--- src/common/gssc_pkg.sv ---
/*
  Shared constants for the gas sensor status and calibration block:
  register indices, health flag positions, unit codes, timing counts.
  Assumes a 125 MHz ref_clk on both ends.
*/
package gssc_pkg;
  // Register indices (word addresses on the sensor register port)
  localparam logic [15:0] REG_HEALTH    = 16'h0009;
  localparam logic [15:0] REG_READING   = 16'h000A;
  localparam logic [15:0] REG_ZERO_REF  = 16'h0047;
  localparam logic [15:0] REG_UNIT      = 16'h004F;
  localparam logic [15:0] REG_FULLSCALE = 16'h0051;
  localparam logic [15:0] REG_GAIN      = 16'h0054;
  localparam logic [15:0] REG_FAB_ZERO  = 16'h0059;
  localparam logic [15:0] REG_FAB_GAIN  = 16'h005A;
  // Health flag bit positions
  localparam int BIT_WARMUP    = 1;
  localparam int BIT_SYS_FAULT = 2;
  localparam int BIT_BOOT      = 5;
  localparam int BIT_COMP      = 6;
  localparam int BIT_ZERO_SET  = 7;
  localparam int BIT_DRIFT     = 11;
  localparam int BIT_NVM       = 12;
  localparam int BIT_WDOG      = 13;
  localparam int BIT_POWER_ON  = 14;
  localparam int BIT_LIMIT     = 15;
  // Gain correction limits and default
  localparam logic [15:0] GAIN_MIN     = 16'h1388;
  localparam logic [15:0] GAIN_MAX     = 16'h3A98;
  localparam logic [15:0] GAIN_DEFAULT = 16'h2710;
  localparam logic [15:0] ZERO_CMD     = 16'h0001;
  // Unit codes
  localparam logic [15:0] UNIT_NONE     = 16'h0000;
  localparam logic [15:0] UNIT_PPM_001  = 16'h0001;
  localparam logic [15:0] UNIT_PPM_01   = 16'h0002;
  localparam logic [15:0] UNIT_PPM_1    = 16'h0003;
  localparam logic [15:0] UNIT_VOL_0001 = 16'h0004;
  localparam logic [15:0] UNIT_VOL_001  = 16'h0005;
  localparam logic [15:0] UNIT_VOL_01   = 16'h0006;
  localparam logic [15:0] UNIT_LEL_001  = 16'h0007;
  localparam logic [15:0] UNIT_LEL_01   = 16'h0008;
  localparam logic [15:0] UNIT_DEFAULT  = UNIT_PPM_1;
  // Timing
  localparam longint CLK_HZ       = 125000000;
  localparam longint WARMUP_S     = 10;
  localparam longint BOOT_S       = 40;
  localparam longint WARMUP_CYC   = WARMUP_S * CLK_HZ;
  localparam longint BOOT_CYC     = BOOT_S * CLK_HZ;
  localparam int     ZERO_CYC     = 16;
  // Host register map (AHB-Lite byte offsets)
  localparam logic [7:0] HREG_CTRL   = 8'h00;
  localparam logic [7:0] HREG_ADDR   = 8'h04;
  localparam logic [7:0] HREG_WDATA  = 8'h08;
  localparam logic [7:0] HREG_RDATA  = 8'h0C;
  localparam logic [7:0] HREG_STATUS = 8'h10;
  // Host command codes in CTRL
  localparam logic [2:0] CMD_READ    = 3'h1;
  localparam logic [2:0] CMD_WRITE   = 3'h2;
  localparam logic [2:0] CMD_ZERO    = 3'h3;
  localparam logic [2:0] CMD_SPAN    = 3'h4;
  localparam logic [2:0] CMD_FACTORY = 3'h5;
endpackage

--- src/common/gssc_if.sv ---
/*
  Register port between host end and sensor end: one request with
  address, write flag and data; one-cycle answer with read data.
  Assumes both ends share ref_clk.
*/
`timescale 1ns/1ps
interface gssc_if;
  logic        req;
  logic        we;
  logic [15:0] addr;
  logic [15:0] wdata;
  logic        ack;
  logic [15:0] rdata;
  modport dev  (input req, we, addr, wdata, output ack, rdata);
  modport host (output req, we, addr, wdata, input ack, rdata);
endinterface

--- src/rtl/gssc_sensor.sv ---
/*
  Sensor end: health flags, boot and warm-up timing, unit code,
  zero reference and gain correction registers on the register port.
  Assumes the host holds req until ack and keeps to writable registers.
*/
// Overview of operation
// - Bits 0,3,4,8,9,10 reserved, read zero
// - Bit 1 set during ten second warm-up
// - Bit 5 set during forty second boot
// - Bits 2,12,13 report system, memory, watchdog faults
// - Bits 6,7 read one when calibrated; bit 6 is always one, bit 7 only after a zero command since reset
// - Bit 11 set while drift averaging runs
// - Bit 14 shows supply switched on
// - Bit 15 when reading outside -10..110% FS
// - Zero in any flag other than 6,7,14 means normal
// - Unit code values zero to eight
// - Self-test then values, valid after forty seconds
// - No correct values during self-test
// - Writing one to zero reference re-zeroes
// - Host writes gain correction when reading stable; CMD_SPAN uses one reading with no stability check
// - New gain is ref times old over reading
// - Factory restore copies factory zero and gain
// - Zero adjustment before end point adjustment; CMD_SPAN runs without a prior CMD_ZERO
// - Host writes only documented writable registers; CMD_WRITE in gssc_host passes any address
// - Shared bus sensors need distinct addresses
// - Gain outside 5000..15000 becomes 10000
`timescale 1ns/1ps
module gssc_sensor #(
  parameter longint BOOT_CYCLES   = gssc_pkg::BOOT_CYC,
  parameter longint WARMUP_CYCLES = gssc_pkg::WARMUP_CYC
) (
  // Clock and reset
  input  wire logic        ref_clk,
  input  wire logic        srst,
  // Register port
  gssc_if.dev              bus,
  // Measurement and condition inputs
  input  wire logic [15:0] raw_reading,
  input  wire logic [15:0] full_scale,
  input  wire logic        sys_fault,
  input  wire logic        nvm_fault,
  input  wire logic        watchdog_event,
  input  wire logic        drift_averaging,
  // Calibration outputs
  output logic             zero_pulse,
  output logic [15:0]      gain_value
);
  typedef enum logic [2:0] {
    ST_BOOT   = 3'b001,
    ST_WARMUP = 3'b010,
    ST_RUN    = 3'b100
  } gssc_phase_t;

  typedef struct packed {
    gssc_phase_t phase;
    logic [39:0] timer;
    logic [1:0]  sys_sync;
    logic [1:0]  nvm_sync;
    logic [1:0]  wdg_sync;
    logic [1:0]  drift_sync;
    logic        wdg_seen;
    logic        zero_set;
    logic [4:0]  zero_cnt;
    logic [15:0] zero_ref;
    logic [15:0] gain;
    logic        ack;
    logic [15:0] rdata;
    logic        zero_pulse;
  } gssc_sensor_t;

  gssc_sensor_t s_q;
  gssc_sensor_t s_d;
  logic [15:0]  health;
  logic signed [17:0] rd_s;
  logic signed [17:0] lo_lim;
  logic signed [17:0] hi_lim;
  logic         limit;

  function automatic logic [15:0] gssc_gain_clamp(input logic [15:0] v);
    if (v < gssc_pkg::GAIN_MIN || v > gssc_pkg::GAIN_MAX)
    begin
      return gssc_pkg::GAIN_DEFAULT;
    end
    return v;
  endfunction

  // Limit check on signed reading against full scale
  always_comb
  begin
    rd_s   = 18'(signed'(raw_reading));
    lo_lim = -18'(full_scale / 16'h000A);
    hi_lim = 18'(full_scale) + 18'(full_scale / 16'h000A);
    limit  = (rd_s < lo_lim) || (rd_s > hi_lim);
  end

  // Health word, reserved bits zero
  always_comb
  begin
    health = 16'h0000;
    health[gssc_pkg::BIT_WARMUP]    = (s_q.phase == ST_WARMUP);
    health[gssc_pkg::BIT_BOOT]      = (s_q.phase != ST_RUN);
    health[gssc_pkg::BIT_SYS_FAULT] = s_q.sys_sync[1];
    health[gssc_pkg::BIT_NVM]       = s_q.nvm_sync[1];
    health[gssc_pkg::BIT_WDOG]      = s_q.wdg_seen;
    health[gssc_pkg::BIT_COMP]      = 1'b1;
    health[gssc_pkg::BIT_ZERO_SET]  = s_q.zero_set;
    health[gssc_pkg::BIT_DRIFT]     = s_q.drift_sync[1];
    health[gssc_pkg::BIT_POWER_ON]  = 1'b1;
    health[gssc_pkg::BIT_LIMIT]     = (s_q.phase == ST_RUN) && limit;
  end

  always_comb
  begin
    s_d            = s_q;
    s_d.sys_sync   = {s_q.sys_sync[0], sys_fault};
    s_d.nvm_sync   = {s_q.nvm_sync[0], nvm_fault};
    s_d.wdg_sync   = {s_q.wdg_sync[0], watchdog_event};
    s_d.drift_sync = {s_q.drift_sync[0], drift_averaging};
    s_d.ack        = 1'b0;
    s_d.zero_pulse = 1'b0;
    if (s_q.wdg_sync[1])
    begin
      s_d.wdg_seen = 1'b1;
    end
    // Boot then warm-up, values valid after warm-up ends
    case (s_q.phase)
      ST_BOOT:
      begin
        s_d.timer = s_q.timer + 40'h0000000001;
        if (s_q.timer >= 40'(BOOT_CYCLES - WARMUP_CYCLES - 1))
        begin
          s_d.phase = ST_WARMUP;
          s_d.timer = 40'h0000000000;
        end
      end
      ST_WARMUP:
      begin
        s_d.timer = s_q.timer + 40'h0000000001;
        if (s_q.timer >= 40'(WARMUP_CYCLES - 1))
        begin
          s_d.phase = ST_RUN;
        end
      end
      ST_RUN:
      begin
        s_d.timer = s_q.timer;
      end
      default:
      begin
        s_d.phase = ST_BOOT;
      end
    endcase
    // Zero re-establish sequence
    if (s_q.zero_cnt != 5'h00)
    begin
      s_d.zero_cnt = s_q.zero_cnt - 5'h01;
      if (s_q.zero_cnt == 5'h01)
      begin
        s_d.zero_set   = 1'b1;
        s_d.zero_pulse = 1'b1;
      end
    end
    // Register port, one-cycle answer
    if (bus.req && !s_q.ack)
    begin
      s_d.ack = 1'b1;
      if (bus.we)
      begin
        s_d.rdata = 16'h0000;
        case (bus.addr)
          gssc_pkg::REG_ZERO_REF:
          begin
            s_d.zero_ref = bus.wdata;
            if (bus.wdata == gssc_pkg::ZERO_CMD)
            begin
              s_d.zero_cnt = 5'(gssc_pkg::ZERO_CYC);
            end
          end
          gssc_pkg::REG_GAIN:
          begin
            s_d.gain = gssc_gain_clamp(bus.wdata);
          end
          default:
          begin
            s_d.rdata = 16'h0000;
          end
        endcase
      end
      else
      begin
        case (bus.addr)
          gssc_pkg::REG_HEALTH:    s_d.rdata = health;
          gssc_pkg::REG_READING:   s_d.rdata = (s_q.phase == ST_RUN) ? raw_reading
                                               : 16'h0000;
          gssc_pkg::REG_ZERO_REF:  s_d.rdata = s_q.zero_ref;
          gssc_pkg::REG_UNIT:      s_d.rdata = gssc_pkg::UNIT_DEFAULT;
          gssc_pkg::REG_FULLSCALE: s_d.rdata = full_scale;
          gssc_pkg::REG_GAIN:      s_d.rdata = s_q.gain;
          gssc_pkg::REG_FAB_ZERO:  s_d.rdata = 16'h0000;
          gssc_pkg::REG_FAB_GAIN:  s_d.rdata = gssc_pkg::GAIN_DEFAULT;
          default:                 s_d.rdata = 16'h0000;
        endcase
      end
    end
  end

  always_ff @(posedge ref_clk)
  begin
    if (srst)
    begin
      s_q            <= '0;
      s_q.phase      <= ST_BOOT;
      s_q.gain       <= gssc_pkg::GAIN_DEFAULT;
    end
    else
    begin
      s_q <= s_d;
    end
  end

  assign bus.ack    = s_q.ack;
  assign bus.rdata  = s_q.rdata;
  assign zero_pulse = s_q.zero_pulse;
  assign gain_value = s_q.gain;
endmodule

--- src/flat_wrapper.sv ---
// flat-port wrapper written by rule: the top's interface ports become plain ports
module gssc_sensor_flat 
#(
  parameter longint BOOT_CYCLES   = gssc_pkg::BOOT_CYC,
  parameter longint WARMUP_CYCLES = gssc_pkg::WARMUP_CYC
)
  (ref_clk, srst, raw_reading, full_scale, sys_fault, nvm_fault, watchdog_event, drift_averaging, zero_pulse, gain_value, bus_req, bus_we, bus_addr, bus_wdata, bus_ack, bus_rdata);
  gssc_if bus_i ();
  input  wire logic ref_clk;
  input  wire logic srst;
  input  wire logic [15:0] raw_reading;
  input  wire logic [15:0] full_scale;
  input  wire logic sys_fault;
  input  wire logic nvm_fault;
  input  wire logic watchdog_event;
  input  wire logic drift_averaging;
  output logic zero_pulse;
  output logic [15:0] gain_value;
  input wire logic [$bits(bus_i.req)-1:0] bus_req;
  input wire logic [$bits(bus_i.we)-1:0] bus_we;
  input wire logic [$bits(bus_i.addr)-1:0] bus_addr;
  input wire logic [$bits(bus_i.wdata)-1:0] bus_wdata;
  output wire logic [$bits(bus_i.ack)-1:0] bus_ack;
  output wire logic [$bits(bus_i.rdata)-1:0] bus_rdata;
  assign bus_i.req = bus_req;
  assign bus_i.we = bus_we;
  assign bus_i.addr = bus_addr;
  assign bus_i.wdata = bus_wdata;
  assign bus_ack = bus_i.ack;
  assign bus_rdata = bus_i.rdata;
  gssc_sensor #(.BOOT_CYCLES(BOOT_CYCLES), .WARMUP_CYCLES(WARMUP_CYCLES)) u_core (.ref_clk(ref_clk), .srst(srst), .bus(bus_i), .raw_reading(raw_reading), .full_scale(full_scale), .sys_fault(sys_fault), .nvm_fault(nvm_fault), .watchdog_event(watchdog_event), .drift_averaging(drift_averaging), .zero_pulse(zero_pulse), .gain_value(gain_value));
endmodule
--- config.mk ---
export PLATFORM = sky130hd
export DESIGN_NAME = gssc_sensor_flat
export DESIGN_NICKNAME = d
export VERILOG_FILES = /design/src/common/gssc_pkg.sv /design/src/common/gssc_if.sv /design/src/rtl/gssc_sensor.sv /design/src/flat_wrapper.sv
export SDC_FILE = /design/constraint.sdc
export NUM_CORES = 1
export LEC_CHECK = 0
export BUFFER_PORTS_ARGS = -buffer_cell sky130_fd_sc_hd__buf_2
export CELL_PAD_IN_SITES_DETAIL_PLACEMENT = 0
export CELL_PAD_IN_SITES_GLOBAL_PLACEMENT = 1
export CORE_ASPECT_RATIO = 1.4
export CORE_MARGIN = 10
export CORE_UTILIZATION = 39
export DETAILED_ROUTE_END_ITERATION = 8
export PLACE_DENSITY_LB_ADDON = 0.2
export REMOVE_ABC_BUFFERS = 1
export SYNTH_ARGS = -nofsm -noshare
export SYNTH_HDL_FRONTEND = slang
export SYNTH_SLANG_ARGS = --single-unit
export TNS_END_PERCENT = 10
--- constraint.sdc ---
create_clock -name ref_clk -period 7.2 [get_ports ref_clk]
set_input_delay 0.72 -clock ref_clk [delete_from_list [all_inputs] [get_ports ref_clk]]
set_output_delay 0.72 -clock ref_clk [all_outputs]
set_load 0.05 [all_outputs]
==> flow_summary.ini <==
[worst_setup_path]
critical-path-top-delay-family = compound AO/OA/AOI/OAI gates
slowest_stage = or4_4
cp_max_fo = 7
path_buf_inv = 8
critPathRequiredTime_ns = 7.46
critPathMaxStageDelay_ns = 0.55
worstSetupEndpointType = flip-flop
worstSetupPathType = in2reg
start_kind = input port
rrSetupSlack_ns = 3.71
arrival_ns = 7.85

[route]
avgRoutedWirePerCell_um = 17.4
met2_length_um = 15300
dr.first_iter.drc_count = 418
drc = 0
drt_wl_total_um = 28100
dr_wl_met3_um = 1010
viasPerCell = 5.51
drtPass1Iterations = 5
met1_length_um = 11200
highest_layer = met4
postRouteAntennaNets = 0
vias = 8900

[timing]
clock.fmax_ghz = 0.132
worst_slack_ns = -0.389
worst_slew_pin_slew_ns = 1.14
grt_setup_unrepaired = true
hold_viol = 0
slew_headroom_pct = 24.0
fin_crit_sh_pct = 105
clock_skew_ns = 0.00736
fin_crit_ns = 7.59
setup_violations = 1
maxSlewViolCount = 0
final.setup.tns_ns = -0.389

[die]
io_pins = 106
core_mm2 = 0.0218
initial_utilization_pct = 39.4
die_x_um = 145
fp.dieH_um = 195
placementRows = 64
die-area_mm2 = 0.0284

[final_layout]
fillers = 2191
nNetsFinal = 1437
num_antenna_cells = 0
area_delta_synth_final_pct = 25.8
multiInputGateArea_mm2 = 0.00605
regArea_mm2 = 0.00216
layout-drive-gt1-share_pct = 26.8

[place]
hpwl_um = 21600
gp_congestion = 0.887
portBuffers = 105
post-place-ws_ns = -1.30

[logic_synthesis]
synthArstFlopShare_pct = 0
synth.most_common_cell = nor2_1
syn_area_mm2 = 0.00858
ys_ff_latch = 108
ys_seq_area_share_pct = 25.2
synth_top_area_share_pct = 25.2
syn_avg_cell_area_um2 = 7.45
yosys-top-cells-area = dfxtp_1 25%, ha_1 7.3%, nor2_1 6.3%, nand2_1 5.9%, a21oi_1 4.9%
yosys_most_used_dff = dfxtp_1
synth_edf_count = 0
yosys_warnings = 0
yosys.area.top_type = dfxtp_1
synthTopCellsByCount = 143 x nor2_1, 134 x nand2_1, 108 x dfxtp_1, 84 x a21oi_1, 57 x o21ai_0
netlist_instances = 1151
yosys.cell_types.count = 100

[outcome]
violations = setup timing
outcome = complete, but fails checks

[grt]
grt_pass1_wl_um = 45500
antenna_found_initial = 0
grt_max_degree = 73
groute.usage.overall_pct = 19.1
grt.overflow.total = 0
grt_pass1_vias = 8904

[clock_tree]
clock_latency_ns = 0.35
cts_made_buffers = 9
cts_tree = yes
clk_pin_slew_ns = 0.08
cts_root_buf = clkbuf_16
h-tree-depth = 3
clk_path_buf_depth = 2
clock_sinks = 108

[flow_run]
drv_cap = 0

[min_path]
holdCritPathClass = reg2reg

[pwr]
powerDensity_mw_per_mm2 = 213
ir_drop_mv = 0.132
power.leakage_nw = 4.64
[repair_timing]
item / CTS / global route
gates cloned: 2 / 0
pin swaps: 56 / 26
hold buffers: 0 / 0
setup buffers: 29 / 4
gates resized for setup: 82 / 17
setup endpoints to repair: 1 / 1
[state kept, by name, indices dropped and copies added (netlist names)]
name               cells
u_core.bus.ack         1
u_core.bus.rdata      16
u_core.gain_value     16
u_core.health          5
u_core.s_d             4
u_core.s_q            65
u_core.zero_pulse      1
[layout by cell type (no fill, tap or decap), types with 8 or more instances in the layout]
| cell type | n |
|---|---|
| a21oi_2 | 8 |
| nor2_1 | 141 |
| nand2b_1 | 21 |
| nor3_1 | 21 |
| o21ai_0 | 46 |
| buf_6 | 17 |
| a21oi_1 | 75 |
| buf_2 | 98 |
| o21ai_1 | 10 |
| xnor2_1 | 21 |
| o22ai_1 | 9 |
| a22oi_1 | 37 |
| nand4_1 | 20 |
| a21o_1 | 14 |
| a311oi_1 | 13 |
| xor2_1 | 9 |
| and3_1 | 19 |
| buf_4 | 126 |
| nor4_1 | 15 |
| nand3_1 | 46 |
| dfxtp_1 | 108 |
| clkbuf_16 | 9 |
| nor2b_1 | 17 |
| nand2_1 | 133 |
| ha_1 | 49 |
| inv_1 | 39 |
| a222oi_1 | 8 |
[final timing paths]
path | from | to | cells past startpoint
max | full_scale[10] | u_core.bus.rdata[15]$_SDFFE_PP0P_ | 49
min | u_core.s_d[58]$_SDFF_PP0_ | u_core.health[11]$_SDFF_PP0_ | 1
min reg2reg | u_core.s_d[58]$_SDFF_PP0_ | u_core.health[11]$_SDFF_PP0_ | 1
max reg2reg | u_core.s_q[69]$_SDFFE_PP0N_ | u_core.s_q[68]$_SDFFE_PP0N_ | 14
[cells by family (layout without fill, tap and decap cells)]
logic type	after synthesis	after routing	synth area share (%)
adders and majority gates	54	54	7.88
DFF	108	108	25.2
and+or+nand+nor	511	512	30.2
muxes	2	2	0.263
xor gates and xnor gates	31	31	3.25
buffers and inverters	139	306	8.35
AOI/OAI and AO/OA	306	306	24.8
[through the flow]
step | std cells | hold slack (ns) | power [mW] | instance area [um2] | utilization, %
global placement | 1565 | 0.420 | 1.66 | 9750 | 44.8
detailed placement | 1565 | 0.429 | 1.67 | 9750 | 44.8
floorplan | 1056 | 0.411 | 1.28 | 8030 | -
finish | 1616 | 0.444 | 2.30 | 10800 | 49.5
global route | 1616 | 0.460 | 2.47 | 10800 | 49.5
CTS | 1612 | 0.447 | 2.28 | 10700 | 49.0
[report_power, final]
part	internal, mW	leakage [nW]	switching [mW]	total [mW]
Sequential	0.622	0.874	0.0206	0.642
Combinational	0.526	3.62	0.616	1.14
Clock	0.275	0.148	0.242	0.517
Total	1.42	4.64	0.879	2.30
[layout make-up]
cell class	instances	share of cell area, %
clock buffers	9	2.09
clock inverters	7	0.742
inverters	44	1.55
multi-input cells	905	56.1
flip-flops and latches	108	20.0
well taps	297	3.45
repair buffers	246	16.0
[layer usage]
| layer | vias up | global-route usage, % |
|---|---|---|
| li1 | 4478 | - |
| met1 | 4219 | 20.7 |
| met2 | 165 | 37.2 |
| met3 | 38 | 2.52 |
| met4 | 0 | 5.78 |
| met5 | - | 0 |
No activity file was read; power rests on OpenSTA's default activity.
